## config.mk

```make
export PLATFORM = sky130hd
export DESIGN_NAME = rtw_top
export DESIGN_NICKNAME = d
export VERILOG_FILES = /design/src/rtl/rtw_pkg.sv /design/src/rtl/rtw_top.sv
export VERILOG_INCLUDE_DIRS = /design/src /design/src/rtl
export SDC_FILE = /design/constraint.sdc
export NUM_CORES = 1
export LEC_CHECK = 0
export ABC_AREA = 1
export BUFFER_PORTS_ARGS = -buffer_cell sky130_fd_sc_hd__buf_2
export CAP_MARGIN = 20
export CORE_MARGIN = 2
export CORE_UTILIZATION = 30
export DETAILED_ROUTE_END_ITERATION = 6
export GPL_TIMING_DRIVEN = 0
export PLACE_DENSITY = 0.54
export SLEW_MARGIN = 10
export SYNTH_ARGS = -nofsm -noshare
export SYNTH_HDL_FRONTEND = slang
export SYNTH_SLANG_ARGS = --single-unit
export TNS_END_PERCENT = 100
```

## constraint.sdc

```tcl
create_clock -name aclk -period 2.4 [get_ports aclk]
set_input_delay 0.24 -clock aclk [delete_from_list [all_inputs] [get_ports aclk]]
set_output_delay 0.24 -clock aclk [all_outputs]
set_load 0.05 [all_outputs]
```

## src/rtl/rtw_defines.svh

```systemverilog
// Constants for the clock time and alarm value window block.
// Notes on behaviour
// Minute tens digit sits in bits 14:12.
// Minute units digit sits in bits 11:8.
// Second tens digit sits in bits 6:4.
// Second units digit sits in bits 3:0.
// Alarm month tens bit 12, units 11:8.
// Alarm date tens 5:4, units 3:0.
// Alarm weekday index sits in bits 10:8.
// Alarm hour tens 5:4, units 3:0.
// Month/day and weekday/hour writes need unlock set.
// Unimplemented bits always read as zero.
// Alarm pointer 10, 01, 00 selects register.
// Time pointer 00 shows time minutes/seconds.
// Digit fields have no reset value.
// Upper-half access steps alarm pointer down to 00.
// Locked writes leave stored month/day and weekday/hour digits unchanged.
`ifndef RTW_DEFINES_SVH
`define RTW_DEFINES_SVH

`define RTW_ADDR_W           4
`define RTW_OFF_CTRL         4'h0
`define RTW_OFF_TIME_VALUE   4'h4
`define RTW_OFF_ALARM_VALUE  4'h8

`define RTW_CTRL_UNLOCK_BIT  0
`define RTW_CTRL_APTR_LSB    8
`define RTW_CTRL_APTR_MSB    9
`define RTW_CTRL_TPTR_LSB    16
`define RTW_CTRL_TPTR_MSB    17

`define RTW_PTR_MIN_SEC      2'h0
`define RTW_PTR_WEEKDAY_INDEX_HOUR    2'h1
`define RTW_PTR_MONTH_DAY    2'h2

`define RTW_RST_UNLOCK       1'h0
`define RTW_RST_PTR          2'h0

`define RTW_RESP_OKAY        2'h0
`define RTW_RESP_SLVERR      2'h2

`endif

```

## src/rtl/rtw_pkg.sv

```systemverilog
// Types shared by the clock time and alarm value window block.
package rtw_pkg;

  typedef struct packed {
    logic       pad_hi;
    logic [2:0] minute_tens;
    logic [3:0] minute_units;
    logic       pad_lo;
    logic [2:0] second_tens;
    logic [3:0] second_units;
  } rtw_min_sec_s;

  typedef struct packed {
    logic [2:0] pad_hi;
    logic       month_tens_bit;
    logic [3:0] month_units;
    logic [1:0] pad_lo;
    logic [1:0] date_tens;
    logic [3:0] date_units;
  } rtw_month_day_s;

  typedef struct packed {
    logic [4:0] pad_hi;
    logic [2:0] weekday_index;
    logic [1:0] pad_lo;
    logic [1:0] hour_tens;
    logic [3:0] hour_units;
  } rtw_weekday_index_hour_s;

  typedef enum logic [0:0] {
    RTW_WR_COLLECT,
    RTW_WR_RESPOND
  } rtw_wr_state_e;

endpackage

```

## src/rtl/rtw_top.sv

```systemverilog
// Clock time and alarm value window registers behind an AXI4-Lite slave.
//
// Implementation choices: the register offsets and the AXI4-Lite register port.
`timescale 1ns/10ps
`include "rtw_defines.svh"

module rtw_top (
  // Clock and reset.
  input  wire logic        aclk,
  input  wire logic        aresetn,
  // AXI4-Lite write address channel.
  input  wire logic        s_axi_awvalid,
  output logic             s_axi_awready,
  input  wire logic [31:0] s_axi_awaddr,
  input  wire logic [2:0]  s_axi_awprot,
  // AXI4-Lite write data channel.
  input  wire logic        s_axi_wvalid,
  output logic             s_axi_wready,
  input  wire logic [31:0] s_axi_wdata,
  input  wire logic [3:0]  s_axi_wstrb,
  // AXI4-Lite write response channel.
  output logic             s_axi_bvalid,
  input  wire logic        s_axi_bready,
  output logic [1:0]       s_axi_bresp,
  // AXI4-Lite read address channel.
  input  wire logic        s_axi_arvalid,
  output logic             s_axi_arready,
  input  wire logic [31:0] s_axi_araddr,
  input  wire logic [2:0]  s_axi_arprot,
  // AXI4-Lite read data channel.
  output logic             s_axi_rvalid,
  input  wire logic        s_axi_rready,
  output logic [31:0]      s_axi_rdata,
  output logic [1:0]       s_axi_rresp,
  // Links to the rest of the clock.
  output logic [1:0]       time_window_pointer,
  output logic [1:0]       alarm_window_pointer,
  output logic             clock_write_unlock,
  output logic             alarm_match
);

  // Bus side state.
  rtw_pkg::rtw_wr_state_e    wr_state_reg;
  logic                      aw_held_reg;
  logic                      w_held_reg;
  logic [`RTW_ADDR_W-1:0]    aw_addr_reg;
  logic [31:0]               w_data_reg;
  logic [3:0]                w_strb_reg;
  logic [1:0]                bresp_reg;
  logic                      rvalid_reg;
  logic [31:0]               rdata_reg;
  logic [1:0]                rresp_reg;

  // Control state.
  logic                      unlock_reg;
  logic [1:0]                tptr_reg;
  logic [1:0]                aptr_reg;
  logic [1:0]                aptr_next;
  logic                      match_reg;

  // Digit storage, deliberately left without reset.
  rtw_pkg::rtw_min_sec_s     time_ms_reg;
  rtw_pkg::rtw_min_sec_s     alarm_ms_reg;
  rtw_pkg::rtw_month_day_s   alarm_md_reg;
  rtw_pkg::rtw_weekday_index_hour_s   alarm_wh_reg;

  // Decoded bus events.
  logic                      wr_fire;
  logic                      rd_fire;
  logic                      wr_ctrl;
  logic                      wr_time;
  logic                      wr_alarm;
  logic                      wr_alarm_upper;
  logic                      rd_alarm;
  logic                      rd_hit;
  logic                      wr_hit;
  logic [15:0]               wdata16;
  logic [15:0]               lane_mask;
  logic [15:0]               alarm_view;
  logic [15:0]               time_view;
  logic [31:0]               ctrl_view;
  logic [31:0]               rd_word;
  logic [`RTW_ADDR_W-1:0]    rd_addr;

  // Write channel: address and data are taken in either order.
  assign s_axi_awready = (wr_state_reg == rtw_pkg::RTW_WR_COLLECT) &&
                         !aw_held_reg;
  assign s_axi_wready  = (wr_state_reg == rtw_pkg::RTW_WR_COLLECT) &&
                         !w_held_reg;
  assign s_axi_bvalid  = (wr_state_reg == rtw_pkg::RTW_WR_RESPOND);
  assign s_axi_bresp   = bresp_reg;

  assign wr_fire = (wr_state_reg == rtw_pkg::RTW_WR_COLLECT) &&
                   aw_held_reg && w_held_reg;

  always_ff @(posedge aclk) begin
    if (!aresetn) begin
      aw_held_reg <= 1'b0;
      aw_addr_reg <= '0;
    end else if (s_axi_awvalid && s_axi_awready) begin
      aw_held_reg <= 1'b1;
      aw_addr_reg <= s_axi_awaddr[`RTW_ADDR_W-1:0] & 4'hc;
    end else if (wr_fire) begin
      aw_held_reg <= 1'b0;
    end
  end

  always_ff @(posedge aclk) begin
    if (!aresetn) begin
      w_held_reg <= 1'b0;
      w_data_reg <= '0;
      w_strb_reg <= '0;
    end else if (s_axi_wvalid && s_axi_wready) begin
      w_held_reg <= 1'b1;
      w_data_reg <= s_axi_wdata;
      w_strb_reg <= s_axi_wstrb;
    end else if (wr_fire) begin
      w_held_reg <= 1'b0;
    end
  end

  // Addresses above the decoded range are unmapped.
  assign wr_hit = (s_axi_awaddr_hi_zero_w(aw_addr_reg)) &&
                  (aw_addr_reg == `RTW_OFF_CTRL ||
                   aw_addr_reg == `RTW_OFF_TIME_VALUE ||
                   aw_addr_reg == `RTW_OFF_ALARM_VALUE);

  function automatic logic s_axi_awaddr_hi_zero_w(
    input logic [`RTW_ADDR_W-1:0] a
  );
    s_axi_awaddr_hi_zero_w = (a[1:0] == 2'h0);
  endfunction

  logic awaddr_hi_ok_reg;
  always_ff @(posedge aclk) begin
    if (!aresetn) begin
      awaddr_hi_ok_reg <= 1'b0;
    end else if (s_axi_awvalid && s_axi_awready) begin
      awaddr_hi_ok_reg <= (s_axi_awaddr[31:`RTW_ADDR_W] == '0);
    end
  end

  always_ff @(posedge aclk) begin
    if (!aresetn) begin
      wr_state_reg <= rtw_pkg::RTW_WR_COLLECT;
      bresp_reg    <= `RTW_RESP_OKAY;
    end else begin
      unique case (wr_state_reg)
        rtw_pkg::RTW_WR_COLLECT: begin
          if (wr_fire) begin
            wr_state_reg <= rtw_pkg::RTW_WR_RESPOND;
            bresp_reg    <= (wr_hit && awaddr_hi_ok_reg) ?
                            `RTW_RESP_OKAY : `RTW_RESP_SLVERR;
          end
        end
        rtw_pkg::RTW_WR_RESPOND: begin
          if (s_axi_bready) begin
            wr_state_reg <= rtw_pkg::RTW_WR_COLLECT;
          end
        end
      endcase
    end
  end

  // Byte lanes 0 and 1 carry the 16-bit value windows.
  assign lane_mask = {{8{w_strb_reg[1]}}, {8{w_strb_reg[0]}}};
  assign wdata16   = w_data_reg[15:0];

  assign wr_ctrl  = wr_fire && awaddr_hi_ok_reg &&
                    aw_addr_reg == `RTW_OFF_CTRL;
  assign wr_time  = wr_fire && awaddr_hi_ok_reg &&
                    aw_addr_reg == `RTW_OFF_TIME_VALUE;
  assign wr_alarm = wr_fire && awaddr_hi_ok_reg &&
                    aw_addr_reg == `RTW_OFF_ALARM_VALUE;
  assign wr_alarm_upper = wr_alarm && w_strb_reg[1];

  // Control register: unlock bit and both window pointers.
  always_ff @(posedge aclk) begin
    if (!aresetn) begin
      unlock_reg <= `RTW_RST_UNLOCK;
      tptr_reg   <= `RTW_RST_PTR;
    end else if (wr_ctrl) begin
      if (w_strb_reg[0]) begin
        unlock_reg <= w_data_reg[`RTW_CTRL_UNLOCK_BIT];
      end
      if (w_strb_reg[2]) begin
        tptr_reg <= w_data_reg[`RTW_CTRL_TPTR_MSB:`RTW_CTRL_TPTR_LSB];
      end
    end
  end

  // A pointer write wins over the step caused by a window access.
  always_comb begin
    aptr_next = aptr_reg;
    if (wr_ctrl && w_strb_reg[1]) begin
      aptr_next = w_data_reg[`RTW_CTRL_APTR_MSB:`RTW_CTRL_APTR_LSB];
    end else if ((wr_alarm_upper || rd_alarm) &&
                 aptr_reg != `RTW_PTR_MIN_SEC) begin
      aptr_next = aptr_reg - 2'h1;
    end
  end

  always_ff @(posedge aclk) begin
    if (!aresetn) begin
      aptr_reg <= `RTW_RST_PTR;
    end else begin
      aptr_reg <= aptr_next;
    end
  end

  // Time minutes/seconds register, writable at pointer 00.
  always_ff @(posedge aclk) begin
    if (wr_time && tptr_reg == `RTW_PTR_MIN_SEC) begin
      time_ms_reg <= (time_ms_reg & ~lane_mask) |
                     (wdata16 & lane_mask & 16'h7f7f);
    end
  end

  // Alarm registers, selected by the alarm pointer.
  always_ff @(posedge aclk) begin
    if (wr_alarm && aptr_reg == `RTW_PTR_MIN_SEC) begin
      alarm_ms_reg <= (alarm_ms_reg & ~lane_mask) |
                      (wdata16 & lane_mask & 16'h7f7f);
    end
  end

  always_ff @(posedge aclk) begin
    if (wr_alarm && unlock_reg &&
        aptr_reg == `RTW_PTR_MONTH_DAY) begin
      alarm_md_reg <= (alarm_md_reg & ~lane_mask) |
                      (wdata16 & lane_mask & 16'h1f3f);
    end
  end

  always_ff @(posedge aclk) begin
    if (wr_alarm && unlock_reg &&
        aptr_reg == `RTW_PTR_WEEKDAY_INDEX_HOUR) begin
      alarm_wh_reg <= (alarm_wh_reg & ~lane_mask) |
                      (wdata16 & lane_mask & 16'h073f);
    end
  end

  // Read views with unimplemented bits forced to zero.
  always_comb begin
    unique case (aptr_reg)
      `RTW_PTR_MIN_SEC:   alarm_view = alarm_ms_reg & 16'h7f7f;
      `RTW_PTR_WEEKDAY_INDEX_HOUR: alarm_view = alarm_wh_reg & 16'h073f;
      `RTW_PTR_MONTH_DAY: alarm_view = alarm_md_reg & 16'h1f3f;
      default:            alarm_view = 16'h0000;
    endcase
  end

  assign time_view = (tptr_reg == `RTW_PTR_MIN_SEC) ?
                     (time_ms_reg & 16'h7f7f) : 16'h0000;

  always_comb begin
    ctrl_view = 32'h0000_0000;
    ctrl_view[`RTW_CTRL_UNLOCK_BIT] = unlock_reg;
    ctrl_view[`RTW_CTRL_APTR_MSB:`RTW_CTRL_APTR_LSB] = aptr_reg;
    ctrl_view[`RTW_CTRL_TPTR_MSB:`RTW_CTRL_TPTR_LSB] = tptr_reg;
  end

  // Read channel: one read at a time, answered the cycle after it is taken.
  assign s_axi_arready = !rvalid_reg;
  assign rd_fire       = s_axi_arvalid && s_axi_arready;
  assign rd_addr       = s_axi_araddr[`RTW_ADDR_W-1:0];
  assign rd_hit        = (s_axi_araddr[31:`RTW_ADDR_W] == '0) &&
                         (rd_addr == `RTW_OFF_CTRL ||
                          rd_addr == `RTW_OFF_TIME_VALUE ||
                          rd_addr == `RTW_OFF_ALARM_VALUE);
  assign rd_alarm      = rd_fire && rd_hit &&
                         rd_addr == `RTW_OFF_ALARM_VALUE;

  always_comb begin
    rd_word = 32'h0000_0000;
    if (rd_hit) begin
      if (rd_addr == `RTW_OFF_CTRL) begin
        rd_word = ctrl_view;
      end else if (rd_addr == `RTW_OFF_TIME_VALUE) begin
        rd_word = {16'h0000, time_view};
      end else begin
        rd_word = {16'h0000, alarm_view};
      end
    end
  end

  always_ff @(posedge aclk) begin
    if (!aresetn) begin
      rvalid_reg <= 1'b0;
      rdata_reg  <= 32'h0000_0000;
      rresp_reg  <= `RTW_RESP_OKAY;
    end else if (rd_fire) begin
      rvalid_reg <= 1'b1;
      rdata_reg  <= rd_word;
      rresp_reg  <= rd_hit ? `RTW_RESP_OKAY : `RTW_RESP_SLVERR;
    end else if (s_axi_rready) begin
      rvalid_reg <= 1'b0;
    end
  end

  assign s_axi_rvalid = rvalid_reg;
  assign s_axi_rdata  = rdata_reg;
  assign s_axi_rresp  = rresp_reg;

  // Alarm compare on minutes and seconds, registered for the clock core.
  always_ff @(posedge aclk) begin
    if (!aresetn) begin
      match_reg <= 1'b0;
    end else begin
      match_reg <= ((time_ms_reg & 16'h7f7f) ==
                    (alarm_ms_reg & 16'h7f7f));
    end
  end

  assign time_window_pointer  = tptr_reg;
  assign alarm_window_pointer = aptr_reg;
  assign clock_write_unlock   = unlock_reg;
  assign alarm_match          = match_reg;

endmodule

```

==> summary.md <==
| Metric | Value |
|---|---|
| Status | finished clean |
| Setup TNS | 0 ns |
| DR vias | 3824 |
| Deepest clock path buffer count | 2 |
| Worst-skew pair later-pin latency | 0.34 ns |
| Initial DRC count | 241 |
| Design Area, Final | 5620 um^2 |
| Asr flop ratio synth | 0% |
| Setup violators final | 0 |
| Worst EP required | 2.38 ns |
| Die Ht | 126 um |
| Unique masters post-synth | 36 |
| Pins Over Slew Limit | 0 |
| Vias in the first global route | 3680 |
| CTS tree | yes |
| Nets | 768 |
| Leading post-synthesis cells by cell area | edfxtp_1, dfxtp_1, nand2_1, nor2_1, a21oi_1 |
| Total track usage | 14.6% |
| CP Capture Type | flip-flop |
| # Post-CTS Setup Buffers | 0 |
| Dpl hpwl | 9290 um |
| Hold Vio Cnt, Final | 0 |
| Critical Path, Cell by Cell | inv_1 > ha_1 > clkbuf_1 > nand3_1 > nor2_1 |
| Crit-path leading delay family | simple AND/OR/NAND/NOR gates |
| TritonCTS Buffers | 9 |
| Max IR drop VDD | 320 uV |
| Slowest stage delay, CP | 0.45 ns |
| Critical path arrival | 2.14 ns |
| Worst Path Buf+Inv | 2 |
| Hold path start | s_axi_wdata[4] |
| RSZ-0062 raised after global routing | false |
| Site Rows | 44 |
| Pin count of the biggest net entering global routing | 18 |
| I/O Pins | 160 |
| Final ANT Viol Nets | 0 |
| Tcrit/Tclk final | 89.8% |
| Fmax | 464 MHz |
| Worst hold endpoint | w_data_reg[4] |
| Gpl congestion | 0.854 |
| Total grt overflow | 0 |
| Rel. slew slack | 53.5% |
| Initial antenna violation count | 0 |
| Post-synth top area cell | edfxtp_1 |
| Post-synth EDFFs | 48 |
| Max Cap Viol | 0 |
| Starting Density | 30.7% |
| Syn Std Cell Area | 4440 um^2 |
| CTS resizes | 0 |
| Syn Inst Count | 508 |
| WL final | 11300 um |
| Clock skew | 0.00744 ns |
| Ys flop type | dfxtp_1 |
| Crit Path Class | flip-flop to flip-flop |
| WHS Path Cells | 3 |
| First-pass GRT wire length | 18200 um |
| Drt drc | 0 |
| Worst Reg-to-Reg Cells | 5 |
| H-tree levels | 3 |
| Routed WL per cell | 13.5 um |
| Startpoint types | flip-flop |
| Top-count cell post-synth | nand2_1 |
| Fin crit period | 2.15 ns |
| R2R Setup Slk | 0.25 ns |
| Share of cells above drive strength 1 | 26.1% |
| Pwr dens | 649 nW/um^2 |
| P&R area growth vs syn | 26.4% |
| Synth top cells by count | nand2_1, nor2_1, dfxtp_1 |
| Input/output buffers | 115 |
| Fillers | 1488 |
| Via density | 4.55 |
| Mean Syn Cell Area | 8.75 um^2 |
| Worst hold path type | primary input to flip-flop |
| # clock sinks | 98 |
| Yosys reg bits | 98 |
| Worst-path clk slew | 0.07 ns |
| Worst Tran Pin Value | 0.696 ns |
| Core area | 14500 um^2 |
| Seq/Total Area, Yosys | 55.0% |
| Slowest stage cell on the critical path | nor2_1 |
| CTS Root Cell | clkbuf_16 |
| Die extent in x | 126 um |
| Synth Warn # | 0 |
| Max Fanout on Critical Path | 10 |
| Die ar. | 15800 um^2 |
| Pleak | 2.37 nW |
| Synth top area share | 32.4% |
| CTS Hold Bufs | 0 |
| FF-to-FF Start | alarm_window_pointer[0] |
| Post-DP Area | 5310 um^2 |
| Drt pass-1 iters | 4 |
| ANT cells | 0 |
## logic make-up after synthesis
kind of cell / count (synthesis) / share of synthesized area, %
other: 1 / 0.0844
AOI/OAI and AO/OA: 80 / 10.0
and+or+nand+nor: 260 / 26.3
xor gates and xnor gates: 3 / 0.591
adders and majority gates: 4 / 1.13
buffers and inverters: 62 / 6.90
DFF: 98 / 55.0
## per-layer routing
layer	wire (um)	global-route usage, %
met1	5240	18.6
met2	5110	24.0
met3	835	4.93
met4	112	3.40
met5	0	0
## worst reg2reg max path, cell delays in order, from the launching register on
cell	delay, ns
dfxtp_1	0.37
inv_1	0.16
ha_1	0.21
clkbuf_1	0.43
nand3_1	0.17
nor2_1	0.45
## cell type report
class                   instances  area (um^2)  share of cell area, %
plain buffers                  32          194                   3.45
clock buffers                   9          225                   4.01
clock inverters                 7         76.3                   1.36
inverters                      30          113                   2.01
multi-input cells             365         1760                   31.3
flip-flops and latches         98         2440                   43.5
well taps                     184          230                   4.10
repair buffers                115          576                   10.2
## how the worst max path moves through the flow
stage	from	to	slack (ns)	cells after the start
after detailed placement	alarm_window_pointer[0]	flip-flop	0.26	5
final	alarm_window_pointer[0]	flip-flop	0.25	5
after floorplan	s_axi_bvalid	w_data_reg[9]	0.30	6
after global placement	alarm_window_pointer[0]	flip-flop	0.28	5
after global routing	alarm_window_pointer[0]	flip-flop	0.07	5
after CTS	alarm_window_pointer[0]	flip-flop	0.25	5
## report_power, final
group          internal (mW)  switching (mW)
combinational          0.124           0.233
clock                  0.815           0.629
sequential              1.80          0.0400
## through the flow
step	utilization, %	cells	hold slack [ns]	power [mW]	setup slack (ns)
2_1_floorplan	-	525	0.406	2.10	0.303
3_3_place_gp	36.7	824	0.441	2.23	0.281
3_5_place_dp	36.7	824	0.446	2.24	0.255
4_1_cts	38.8	840	0.141	3.68	0.246
5_1_grt	38.8	840	0.139	3.79	0.0667
6_report	38.8	840	0.145	3.64	0.245
## placed cells by master (no fill, tap or decap), drive strengths merged, types with 3 or more instances in the layout
cell	instances
buf	138
nand2	99
nor2	88
dfxtp	50
edfxtp	48
a21oi	36
nand3	36
inv	32
o21ai	31
conb	18
clkbuf	18
nor4	13
nand4	9
or2	7
nor3	6
ha	4
a211oi	3
o211ai	3
clkinv	3
No activity file was read; power rests on OpenSTA's default activity.
